`src/inc/idew_pkg.sv`:
```
package idew_pkg;

   // ----------------------------------------
   // Error word layout
   // ----------------------------------------
   localparam int ERR_W            = 8;
   localparam int BIT_GRAPHIC      = 0;
   localparam int BIT_DISP_PROC    = 1;
   localparam int BIT_MEMORY       = 2;
   localparam int BIT_SERIAL       = 3;
   localparam int BIT_PARALLEL     = 4;
   localparam int BIT_CONV3D       = 5;
   localparam int NUM_ROUTINES     = 6;
   localparam logic [7:0] ERR_RESET = 8'h00;

   // ----------------------------------------
   // Register map
   // ----------------------------------------
   localparam logic [3:0] OFF_CTRL   = 4'h0;
   localparam logic [3:0] OFF_STATUS = 4'h1;
   localparam logic [3:0] OFF_ERROR  = 4'h2;
   localparam logic [3:0] OFF_IRQ_ST = 4'h3;
   localparam logic [3:0] OFF_IRQ_MK = 4'h4;
   localparam logic [3:0] OFF_PRES   = 4'h5;

   localparam int CTRL_START  = 0;
   localparam int CTRL_ONLINE = 1;
   localparam int IRQ_DONE    = 0;
   localparam int IRQ_FAIL    = 1;

   localparam logic [5:0] PRES_RESET = 6'h3f;
   localparam logic [1:0] IRQ_RESET  = 2'h0;

   // ----------------------------------------
   // Timing
   // ----------------------------------------
   localparam int CLK_MHZ         = 125;
   localparam int ROUTINE_TMO_US  = 100;
   localparam int ROUTINE_TMO_CYC = ROUTINE_TMO_US * CLK_MHZ;
   localparam logic [2:0] LAST_IDX = 3'h5;

   // ----------------------------------------
   // Types
   // ----------------------------------------
   typedef enum logic [4:0]
   {
      ST_IDLE   = 5'b00001,
      ST_LAUNCH = 5'b00010,
      ST_WAIT   = 5'b00100,
      ST_REPORT = 5'b01000,
      ST_DONE   = 5'b10000
   } idew_state_t;

   typedef struct packed
   {
      logic       valid;
      logic [7:0] word;
   } idew_msg_t;

   typedef struct packed
   {
      logic       valid;
      logic [2:0] upper;
      logic [2:0] middle;
      logic [2:0] lower;
      logic       test_mark;
   } idew_readout_t;

endpackage
```
`src/core/idew_readout.sv`:
```
`timescale 1ns/1ps
module idew_readout
   import idew_pkg::*;
(
   // Clock and reset
   input  wire logic          core_clk,
   input  wire logic          rst,
   // Result input
   input  wire logic          load,
   input  wire logic [7:0]    word,
   // Readout
   output idew_readout_t      readout
);

   // ----------------------------------------
   // Octal readout register
   // ----------------------------------------
   always_ff @(posedge core_clk)
   begin
      if (rst)
      begin
         readout <= '0;
      end
      else if (load)
      begin
         // [RULE9] octal digit grouping
         readout.upper     <= {1'b0, word[7:6]};
         readout.middle    <= word[5:3];
         readout.lower     <= word[2:0];
         // [RULE3] test indicator mark
         readout.test_mark <= 1'b1;
         readout.valid     <= 1'b1;
      end
   end

endmodule

```
`src/core/idew_top.sv`:
```
// Contract
// [RULE1] Each initialization runs all card routines and records go or no-go.
// [RULE2] Online: failed routine sets its bit; word is sent to host.
// [RULE3] Standalone: show octal readout with test mark, then start pattern; code loads both on the same edge.
// [RULE4] Eight-bit word; bits 0..5 name routines; bits 6 and 7 unused.
// [RULE5] Routine bit is one on error, zero on pass.
// [RULE6] Absent card counts as a failed routine.
// [RULE7] All cards present and passing gives readout 000.
// [RULE8] Several failures are combined into one reported value.
// [RULE9] Digits are bits 7..6, 5..3 and 2..0.
// [RULE10] Result names only the failed routine, no failure detail.
// [RULE11] Serial routine passes only if its status registers are initialized.
// [RULE12] Parallel routine needs handshake and status registers initialized.
// [RULE13] Processor routine checks branch, interrupt, one-, two-, three-word ops.
// [RULE14] Memory routine saves, tests and restores every location.
// [RULE15] Display routine checks registers, generators, refresh, controller cycle.
// [RULE16] Converter routine writes a simple instruction and sees it execute.
// [RULE17] Error word is cleared at the start of every initialization.
// [RULE18] Routines run in fixed order, each finishing before the next.
`timescale 1ns/1ps
module idew_top
   import idew_pkg::*;
(
   // Clock and reset
   input  wire logic          core_clk,
   input  wire logic          rst,
   // Initialization request and mode
   input  wire logic          init_req,
   input  wire logic          online_mode,
   // Routine engines
   output logic [5:0]         rt_start,
   input  wire logic [5:0]    rt_done,
   input  wire logic [5:0]    rt_fail,
   // Per-routine sub-check results
   input  wire logic [1:0]    serial_chk,
   input  wire logic [2:0]    parallel_chk,
   input  wire logic [4:0]    proc_chk,
   input  wire logic [1:0]    mem_chk,
   input  wire logic [3:0]    disp_chk,
   input  wire logic [1:0]    conv_chk,
   // Card presence
   input  wire logic [5:0]    card_present,
   // Register port
   input  wire logic [3:0]    reg_addr,
   input  wire logic [7:0]    reg_wdata,
   input  wire logic          reg_wr,
   input  wire logic          reg_rd,
   output logic [7:0]         reg_rdata,
   // Host message and readout
   output idew_msg_t          host_msg,
   input  wire logic          host_ack,
   output idew_readout_t      readout,
   output logic               pattern_start,
   // Interrupt
   output logic               irq
);

   // ----------------------------------------
   // State
   // ----------------------------------------
   idew_state_t  state_r;
   logic [2:0]   idx_r;
   logic [7:0]   err_r;
   logic [16:0]  tmo_r;
   logic         busy_r;
   logic [1:0]   irq_st_r;
   logic [1:0]   irq_mk_r;
   logic [1:0]   ctrl_r;
   logic [5:0]   pres_mask_r;
   logic         launch_req;
   logic         rt_fail_now;
   logic         rt_end;
   logic         ev_done;
   logic         ev_fail;
   logic         load_ro;
   logic         ctrl_wr;
   logic         irq_st_wr;
   logic         irq_mk_wr;
   logic         pres_wr;
   logic [1:0]   irq_clr;
   logic         run_start;
   logic         tmo_zero;

   // ----------------------------------------
   // Functions
   // ----------------------------------------
   function automatic logic [5:0] onehot6(input logic [2:0] i);
      logic [5:0] v;
      v = 6'h00;
      v[i] = 1'b1;
      return v;
   endfunction

   function automatic logic sub_fail(input logic [2:0] i,
                                     input logic [1:0] s,
                                     input logic [2:0] p,
                                     input logic [4:0] d,
                                     input logic [1:0] m,
                                     input logic [3:0] g,
                                     input logic [1:0] c);
      logic f;
      f = 1'b0;
      case (i)
         // [RULE15] display generator checks
         3'h0: f = ~&g;
         // [RULE13] processor instruction checks
         3'h1: f = ~&d;
         // [RULE14] save, test, restore
         3'h2: f = ~&m;
         // [RULE11] serial status initialized
         3'h3: f = ~&s;
         // [RULE12] handshake and status
         3'h4: f = ~&p;
         // [RULE16] converter instruction runs
         3'h5: f = ~&c;
         default: f = 1'b1;
      endcase
      return f;
   endfunction

   function automatic logic wr_hit(input logic       wr,
                                   input logic [3:0] a,
                                   input logic [3:0] off);
      return wr && (a == off);
   endfunction

   // ----------------------------------------
   // Register write decode
   // ----------------------------------------
   assign ctrl_wr   = wr_hit(reg_wr, reg_addr, OFF_CTRL);
   assign irq_st_wr = wr_hit(reg_wr, reg_addr, OFF_IRQ_ST);
   assign irq_mk_wr = wr_hit(reg_wr, reg_addr, OFF_IRQ_MK);
   assign pres_wr   = wr_hit(reg_wr, reg_addr, OFF_PRES);
   assign irq_clr   = irq_st_wr ? reg_wdata[1:0] : 2'h0;

   // ----------------------------------------
   // Sequencer
   // ----------------------------------------
   assign launch_req = init_req | (ctrl_wr && reg_wdata[CTRL_START]);
   assign run_start  = launch_req
                       && (state_r == ST_IDLE || state_r == ST_DONE);
   assign tmo_zero   = (tmo_r == 17'h0_0000);
   // [RULE6] absent card fails
   assign rt_fail_now = ~card_present[idx_r] | ~pres_mask_r[idx_r]
                        | rt_fail[idx_r]
                        | sub_fail(idx_r, serial_chk, parallel_chk,
                                   proc_chk, mem_chk, disp_chk, conv_chk);
   assign rt_end = (state_r == ST_WAIT)
                   && (rt_done[idx_r] || tmo_zero
                       || !card_present[idx_r]);

   always_ff @(posedge core_clk)
   begin
      if (rst)
      begin
         state_r <= ST_IDLE;
         idx_r   <= 3'h0;
         busy_r  <= 1'b0;
      end
      else
      begin
         case (state_r)
            ST_IDLE, ST_DONE:
            begin
               // [RULE1] start full set
               if (launch_req)
               begin
                  state_r <= ST_LAUNCH;
                  idx_r   <= 3'h0;
                  busy_r  <= 1'b1;
               end
            end
            ST_LAUNCH:
               state_r <= ST_WAIT;
            ST_WAIT:
            begin
               // [RULE18] one routine at a time
               if (rt_end)
               begin
                  // [RULE8] continue after failures
                  if (idx_r == LAST_IDX)
                     state_r <= ST_REPORT;
                  else
                  begin
                     idx_r   <= idx_r + 3'h1;
                     state_r <= ST_LAUNCH;
                  end
               end
            end
            ST_REPORT:
            begin
               if (!online_mode || host_ack)
               begin
                  state_r <= ST_DONE;
                  busy_r  <= 1'b0;
               end
            end
            default:
               state_r <= ST_IDLE;
         endcase
      end
   end

   // ----------------------------------------
   // Routine start and timeout
   // ----------------------------------------
   always_ff @(posedge core_clk)
   begin
      if (rst)
         rt_start <= 6'h00;
      else if (state_r == ST_LAUNCH)
         rt_start <= onehot6(idx_r);
      else
         rt_start <= 6'h00;
   end

   always_ff @(posedge core_clk)
   begin
      if (rst)
         tmo_r <= 17'h0_0000;
      else if (state_r == ST_LAUNCH)
         tmo_r <= 17'(ROUTINE_TMO_CYC);
      else if (state_r == ST_WAIT && tmo_r != 17'h0_0000)
         tmo_r <= tmo_r - 17'h0_0001;
   end

   // ----------------------------------------
   // Error word
   // ----------------------------------------
   always_ff @(posedge core_clk)
   begin
      if (rst)
         err_r <= ERR_RESET;
      // [RULE17] clear at start
      else if (run_start)
         err_r <= ERR_RESET;
      else if (rt_end)
      begin
         // [RULE5] one on error, zero on pass
         // [RULE4] bits 6 and 7 stay zero
         err_r[idx_r] <= rt_fail_now | tmo_zero;
      end
   end

   // ----------------------------------------
   // Host message and readout
   // ----------------------------------------
   always_ff @(posedge core_clk)
   begin
      if (rst)
         host_msg <= '0;
      // [RULE2] send word to host
      // [RULE10] word only, no detail
      else if (state_r == ST_REPORT && online_mode && !host_ack)
      begin
         host_msg.valid <= 1'b1;
         host_msg.word  <= err_r;
      end
      else
         host_msg.valid <= 1'b0;
   end

   // [RULE3] readout and pattern start both load on the same edge
   // [RULE7] passing word shows 000
   assign load_ro = (state_r == ST_REPORT) && !online_mode;

   idew_readout u_readout
   (
      .core_clk (core_clk),
      .rst      (rst),
      .load     (load_ro),
      .word     (err_r),
      .readout  (readout)
   );

   always_ff @(posedge core_clk)
   begin
      if (rst)
         pattern_start <= 1'b0;
      else
         pattern_start <= load_ro;
   end

   // ----------------------------------------
   // Interrupts
   // ----------------------------------------
   assign ev_done = (state_r == ST_REPORT) && (!online_mode || host_ack);
   assign ev_fail = ev_done && (err_r != 8'h00);

   always_ff @(posedge core_clk)
   begin
      if (rst)
         irq_st_r <= IRQ_RESET;
      else
         irq_st_r <= (irq_st_r & ~irq_clr) | {ev_fail, ev_done};
   end

   assign irq = |(irq_st_r & irq_mk_r);

   // ----------------------------------------
   // Register port
   // ----------------------------------------
   // [RULE1] software start bit
   always_ff @(posedge core_clk)
   begin
      if (rst)
         ctrl_r <= 2'h0;
      else if (ctrl_wr)
         ctrl_r <= {reg_wdata[CTRL_ONLINE], 1'b0};
   end

   always_ff @(posedge core_clk)
   begin
      if (rst)
         irq_mk_r <= IRQ_RESET;
      else if (irq_mk_wr)
         irq_mk_r <= reg_wdata[1:0];
   end

   // [RULE6] presence mask
   always_ff @(posedge core_clk)
   begin
      if (rst)
         pres_mask_r <= PRES_RESET;
      else if (pres_wr)
         pres_mask_r <= reg_wdata[5:0];
   end

   always_ff @(posedge core_clk)
   begin
      if (rst)
         reg_rdata <= 8'h00;
      else if (reg_rd)
      begin
         case (reg_addr)
            OFF_CTRL:   reg_rdata <= {6'h00, ctrl_r};
            OFF_STATUS: reg_rdata <= {2'h0, idx_r, 2'h0, busy_r};
            OFF_ERROR:  reg_rdata <= err_r;
            OFF_IRQ_ST: reg_rdata <= {6'h00, irq_st_r};
            OFF_IRQ_MK: reg_rdata <= {6'h00, irq_mk_r};
            OFF_PRES:   reg_rdata <= {2'h0, pres_mask_r};
            default:    reg_rdata <= 8'h00;
         endcase
      end
      else
         reg_rdata <= 8'h00;
   end

endmodule

```
`config.mk`:
```
export PLATFORM = sky130hd
export DESIGN_NAME = idew_top
export DESIGN_NICKNAME = d
export VERILOG_FILES = /design/src/inc/idew_pkg.sv /design/src/core/idew_readout.sv /design/src/core/idew_top.sv
export SDC_FILE = /design/constraint.sdc
export NUM_CORES = 1
export LEC_CHECK = 0
export ABC_AREA = 0
export BUFFER_PORTS_ARGS = -buffer_cell sky130_fd_sc_hd__clkbuf_2
export CORE_MARGIN = 10
export CORE_UTILIZATION = 50
export DETAILED_ROUTE_END_ITERATION = 7
export GPL_ROUTABILITY_DRIVEN = 0
export PLACE_DENSITY_LB_ADDON = 0.08
export REMOVE_ABC_BUFFERS = 1
export SLEW_MARGIN = 20
export SYNTH_ARGS = -nofsm -noshare
export SYNTH_HDL_FRONTEND = slang
export SYNTH_SLANG_ARGS = --single-unit
```
`constraint.sdc`:
```
create_clock -name core_clk -period 5.2 [get_ports core_clk]
set_input_delay 1.3 -clock core_clk [delete_from_list [all_inputs] [get_ports core_clk]]
set_output_delay 1.3 -clock core_clk [all_outputs]
set_load 0.005 [all_outputs]
```
==> metrics.yaml <==
global_routing:
  grt_overflow_total: 0
  grt_max_degree: 52
  grt_usage_pct: 16.8
  antenna_found_initial: 0
  grt_pass1_vias: 3179
  grt_first_pass_wirelength_mm: 15.7
clock_tree:
  cts_resized: 0
  holdBufCountCts: 0
  cts_tree: "built"
  cts.path.max_buffers: 2
  numCtsBuffers: 9
  path_clk_slew_ns: 0.08
  cts.sinks: 78
  cts_root_buf: "clkbuf_8"
  cts_setup_buffers: 0
  h-tree-depth: 3
  clk_latency_ns: 0.36
yosys:
  ys_seq_area_share_pct: 42.6
  synthCells: 428
  syn_area_mm2: 0.00367
  synthTopCellsByCount: "dfxtp_1, nor2_1, nand2_1"
  yosysTopAreaCellShare_pct: 42.6
  ys_types: 60
  syn_avg_cell_area_um2: 8.57
  synthArstFlopShare_pct: 0
  ys_ff_latch: 78
  synth.area.top_cells: "dfxtp_1, nor2_1, mux2i_1"
  synth_edf_count: 0
  ys.flop_type: "dfxtp_1"
  yosysMostFrequentCell: "dfxtp_1"
  ys_warn_count: 0
  synth.largest_area_cell: "dfxtp_1"
critical_path:
  cp-start-kind: "register"
  worstPathCellList: "inv_1 > ha_1 > a32oi_1 > nand3_1 > a2111o_1 > nor4b_2 > a221oi_1"
  slowest_delay_ns: 0.90
  cp_slowest_cell: "dfxtp_1"
  criticalPathCategory: "reg -> reg"
  crit_path_end_kind: "register"
  crit_arrival_ns: 3.37
  crit_fanout: 20
  cp.required_ns: 5.40
drt:
  drc_errors: 0
  routed_wl_mm: 9.54
  drt-wirelength-per-cell_um: 15.7
  drt_iter0_drc: 271
  avgViaCountPerCell: 5.57
  num_vias: 3383
  drt_first_pass_iters: 6
  ant_nets: 0
sta:
  slew_viol_final: 0
  hold_viol: 0
  hold_slack_ns: 0.497
  fmax_ghz: 0.316
  tns_ns: 0
  slew_headroom_pct: 33.1
  rsz0062_at_grt: "no"
  max_slew.worst_pin.slew_ns: 1.00
  fin_crit_ns: 3.16
  fin_worst_skew_ns: 0.0111
  setup_violations: 0
  fin_crit_sh_pct: 60.9
pwr:
  ir_drop_uv: 154
  p_total_uw: 1320
  powerDensity_mw_per_mm2: 304
  p_leak_uw: 0.00181
place:
  hpwl_mm: 7.04
  dp_cells: 591
  io_buffers: 87
floorplanning:
  dieWidth_um: 106
  pin_count: 91
  rows: 31
  die_h_um: 106
  core_area_mm2: 0.00718
  initial_core_util_pct: 51.1
  die_area_mm2: 0.0112
final_layout:
  fin_nets: 565
  fillers: 672
  antenna_cells: 0
  drive_gt1_share_pct: 23.4
  area_delta_synth_final_pct: 18.5
  fin_cells: 607
job:
  maxCapViolations: 0
status:
  status: "completed"
worst_hold_path:
  hold_class: "reg -> reg"
==> state kept, by name, summed over array words and instances, names as in the netlist, 2 cells and up <==
signal / count
irq_st_r: 2
rt_start: 6
irq_mk_r: 2
pres_mask_r: 6
err_r: 8
u_readout.readout: 9
reg_rdata: 8
state_r: 5
host_msg: 9
tmo_r: 17
idx_r: 3
==> path summary, 6_finish.rpt <==
kind	from	to	slack, ns	depth (start not counted)
max	idx_r[0]	err_r[2]	2.04	7
min reg2reg	host_msg[3]	host_msg[3]	0.50	2
min	host_msg[3]	host_msg[3]	0.50	2
max reg2reg	idx_r[0]	err_r[2]	2.04	7
==> layout make-up <==
cell class                 instances  area, um2  area share, %
multi-input combinational        314       1950           44.9
sequential                        78       1560           35.9
timing repair buffer              88        443           10.2
clock buffer                       9        124           2.85
tap                               99        124           2.85
clock inverter                     7       98.8           2.27
inverter                          12       45.0           1.04
==> where the power goes <==
group | leakage (uW) | total, uW | internal (uW) | switching, uW
registers | 0.000630 | 632 | 614 | 18.4
logic | 0.00108 | 181 | 75.6 | 105
clock network | 0.000109 | 509 | 272 | 237
total | 0.00181 | 1320 | 961 | 361
==> critical path: cells and delay by family, from the launching register on <==
kind	cells	cell delay [ns]
simple gates	2	0.66
compound gates	3	0.77
buf+inv	1	0.36
flops	1	0.90
fa+ha+maj	1	0.32
==> cells in the final DEF, fill, tap and decap left out, types with 5 or more instances in the layout <==
master    count
dfxtp_1      78
or3_1         5
a22oi_1       7
nand4_1       8
nor2_1       67
nand3_1      15
xor2_1        5
nor2b_1       7
nand2b_1      5
and3_1        5
nand2_1      28
clkbuf_2     87
nor3_1       18
inv_1        11
mux2i_1      17
a21oi_1      23
nor4_1        7
o21ai_0      13
ha_1          7
clkbuf_8      9
xnor2_1      10
or4_1         5
a31oi_1       8
==> cell families after synthesis <==
group	Yosys count	synth area share (%)
simple gates	193	27.2
flops	78	42.6
compound gates	76	13.4
buf+inv	36	4.26
mux	22	6.48
xor+xnor	15	3.58
fa+ha+maj	7	2.39
other cells	1	0.102
==> layer usage <==
layer  vias to the layer above  routed length (um)  track usage [%]
met5                         -                   0                0
met4                         0                 121             4.93
met3                        10                 731             5.60
met2                       126                4180             25.2
met1                      1569                4510             22.5
li1                       1678                   -                -
==> metrics by stage <==
| stage | cell area [um2] | setup WS [ns] | utilization, % |
|---|---|---|---|
| floorplan | 3560 | 2.42 | - |
| global placement | 4130 | 1.97 | 57.5 |
| detailed placement | 4130 | 1.94 | 57.5 |
| CTS | 4350 | 2.09 | 60.6 |
| global route | 4350 | 1.83 | 60.6 |
| finish | 4350 | 2.04 | 60.6 |
Note: power is estimated with default switching activity, not from simulation.
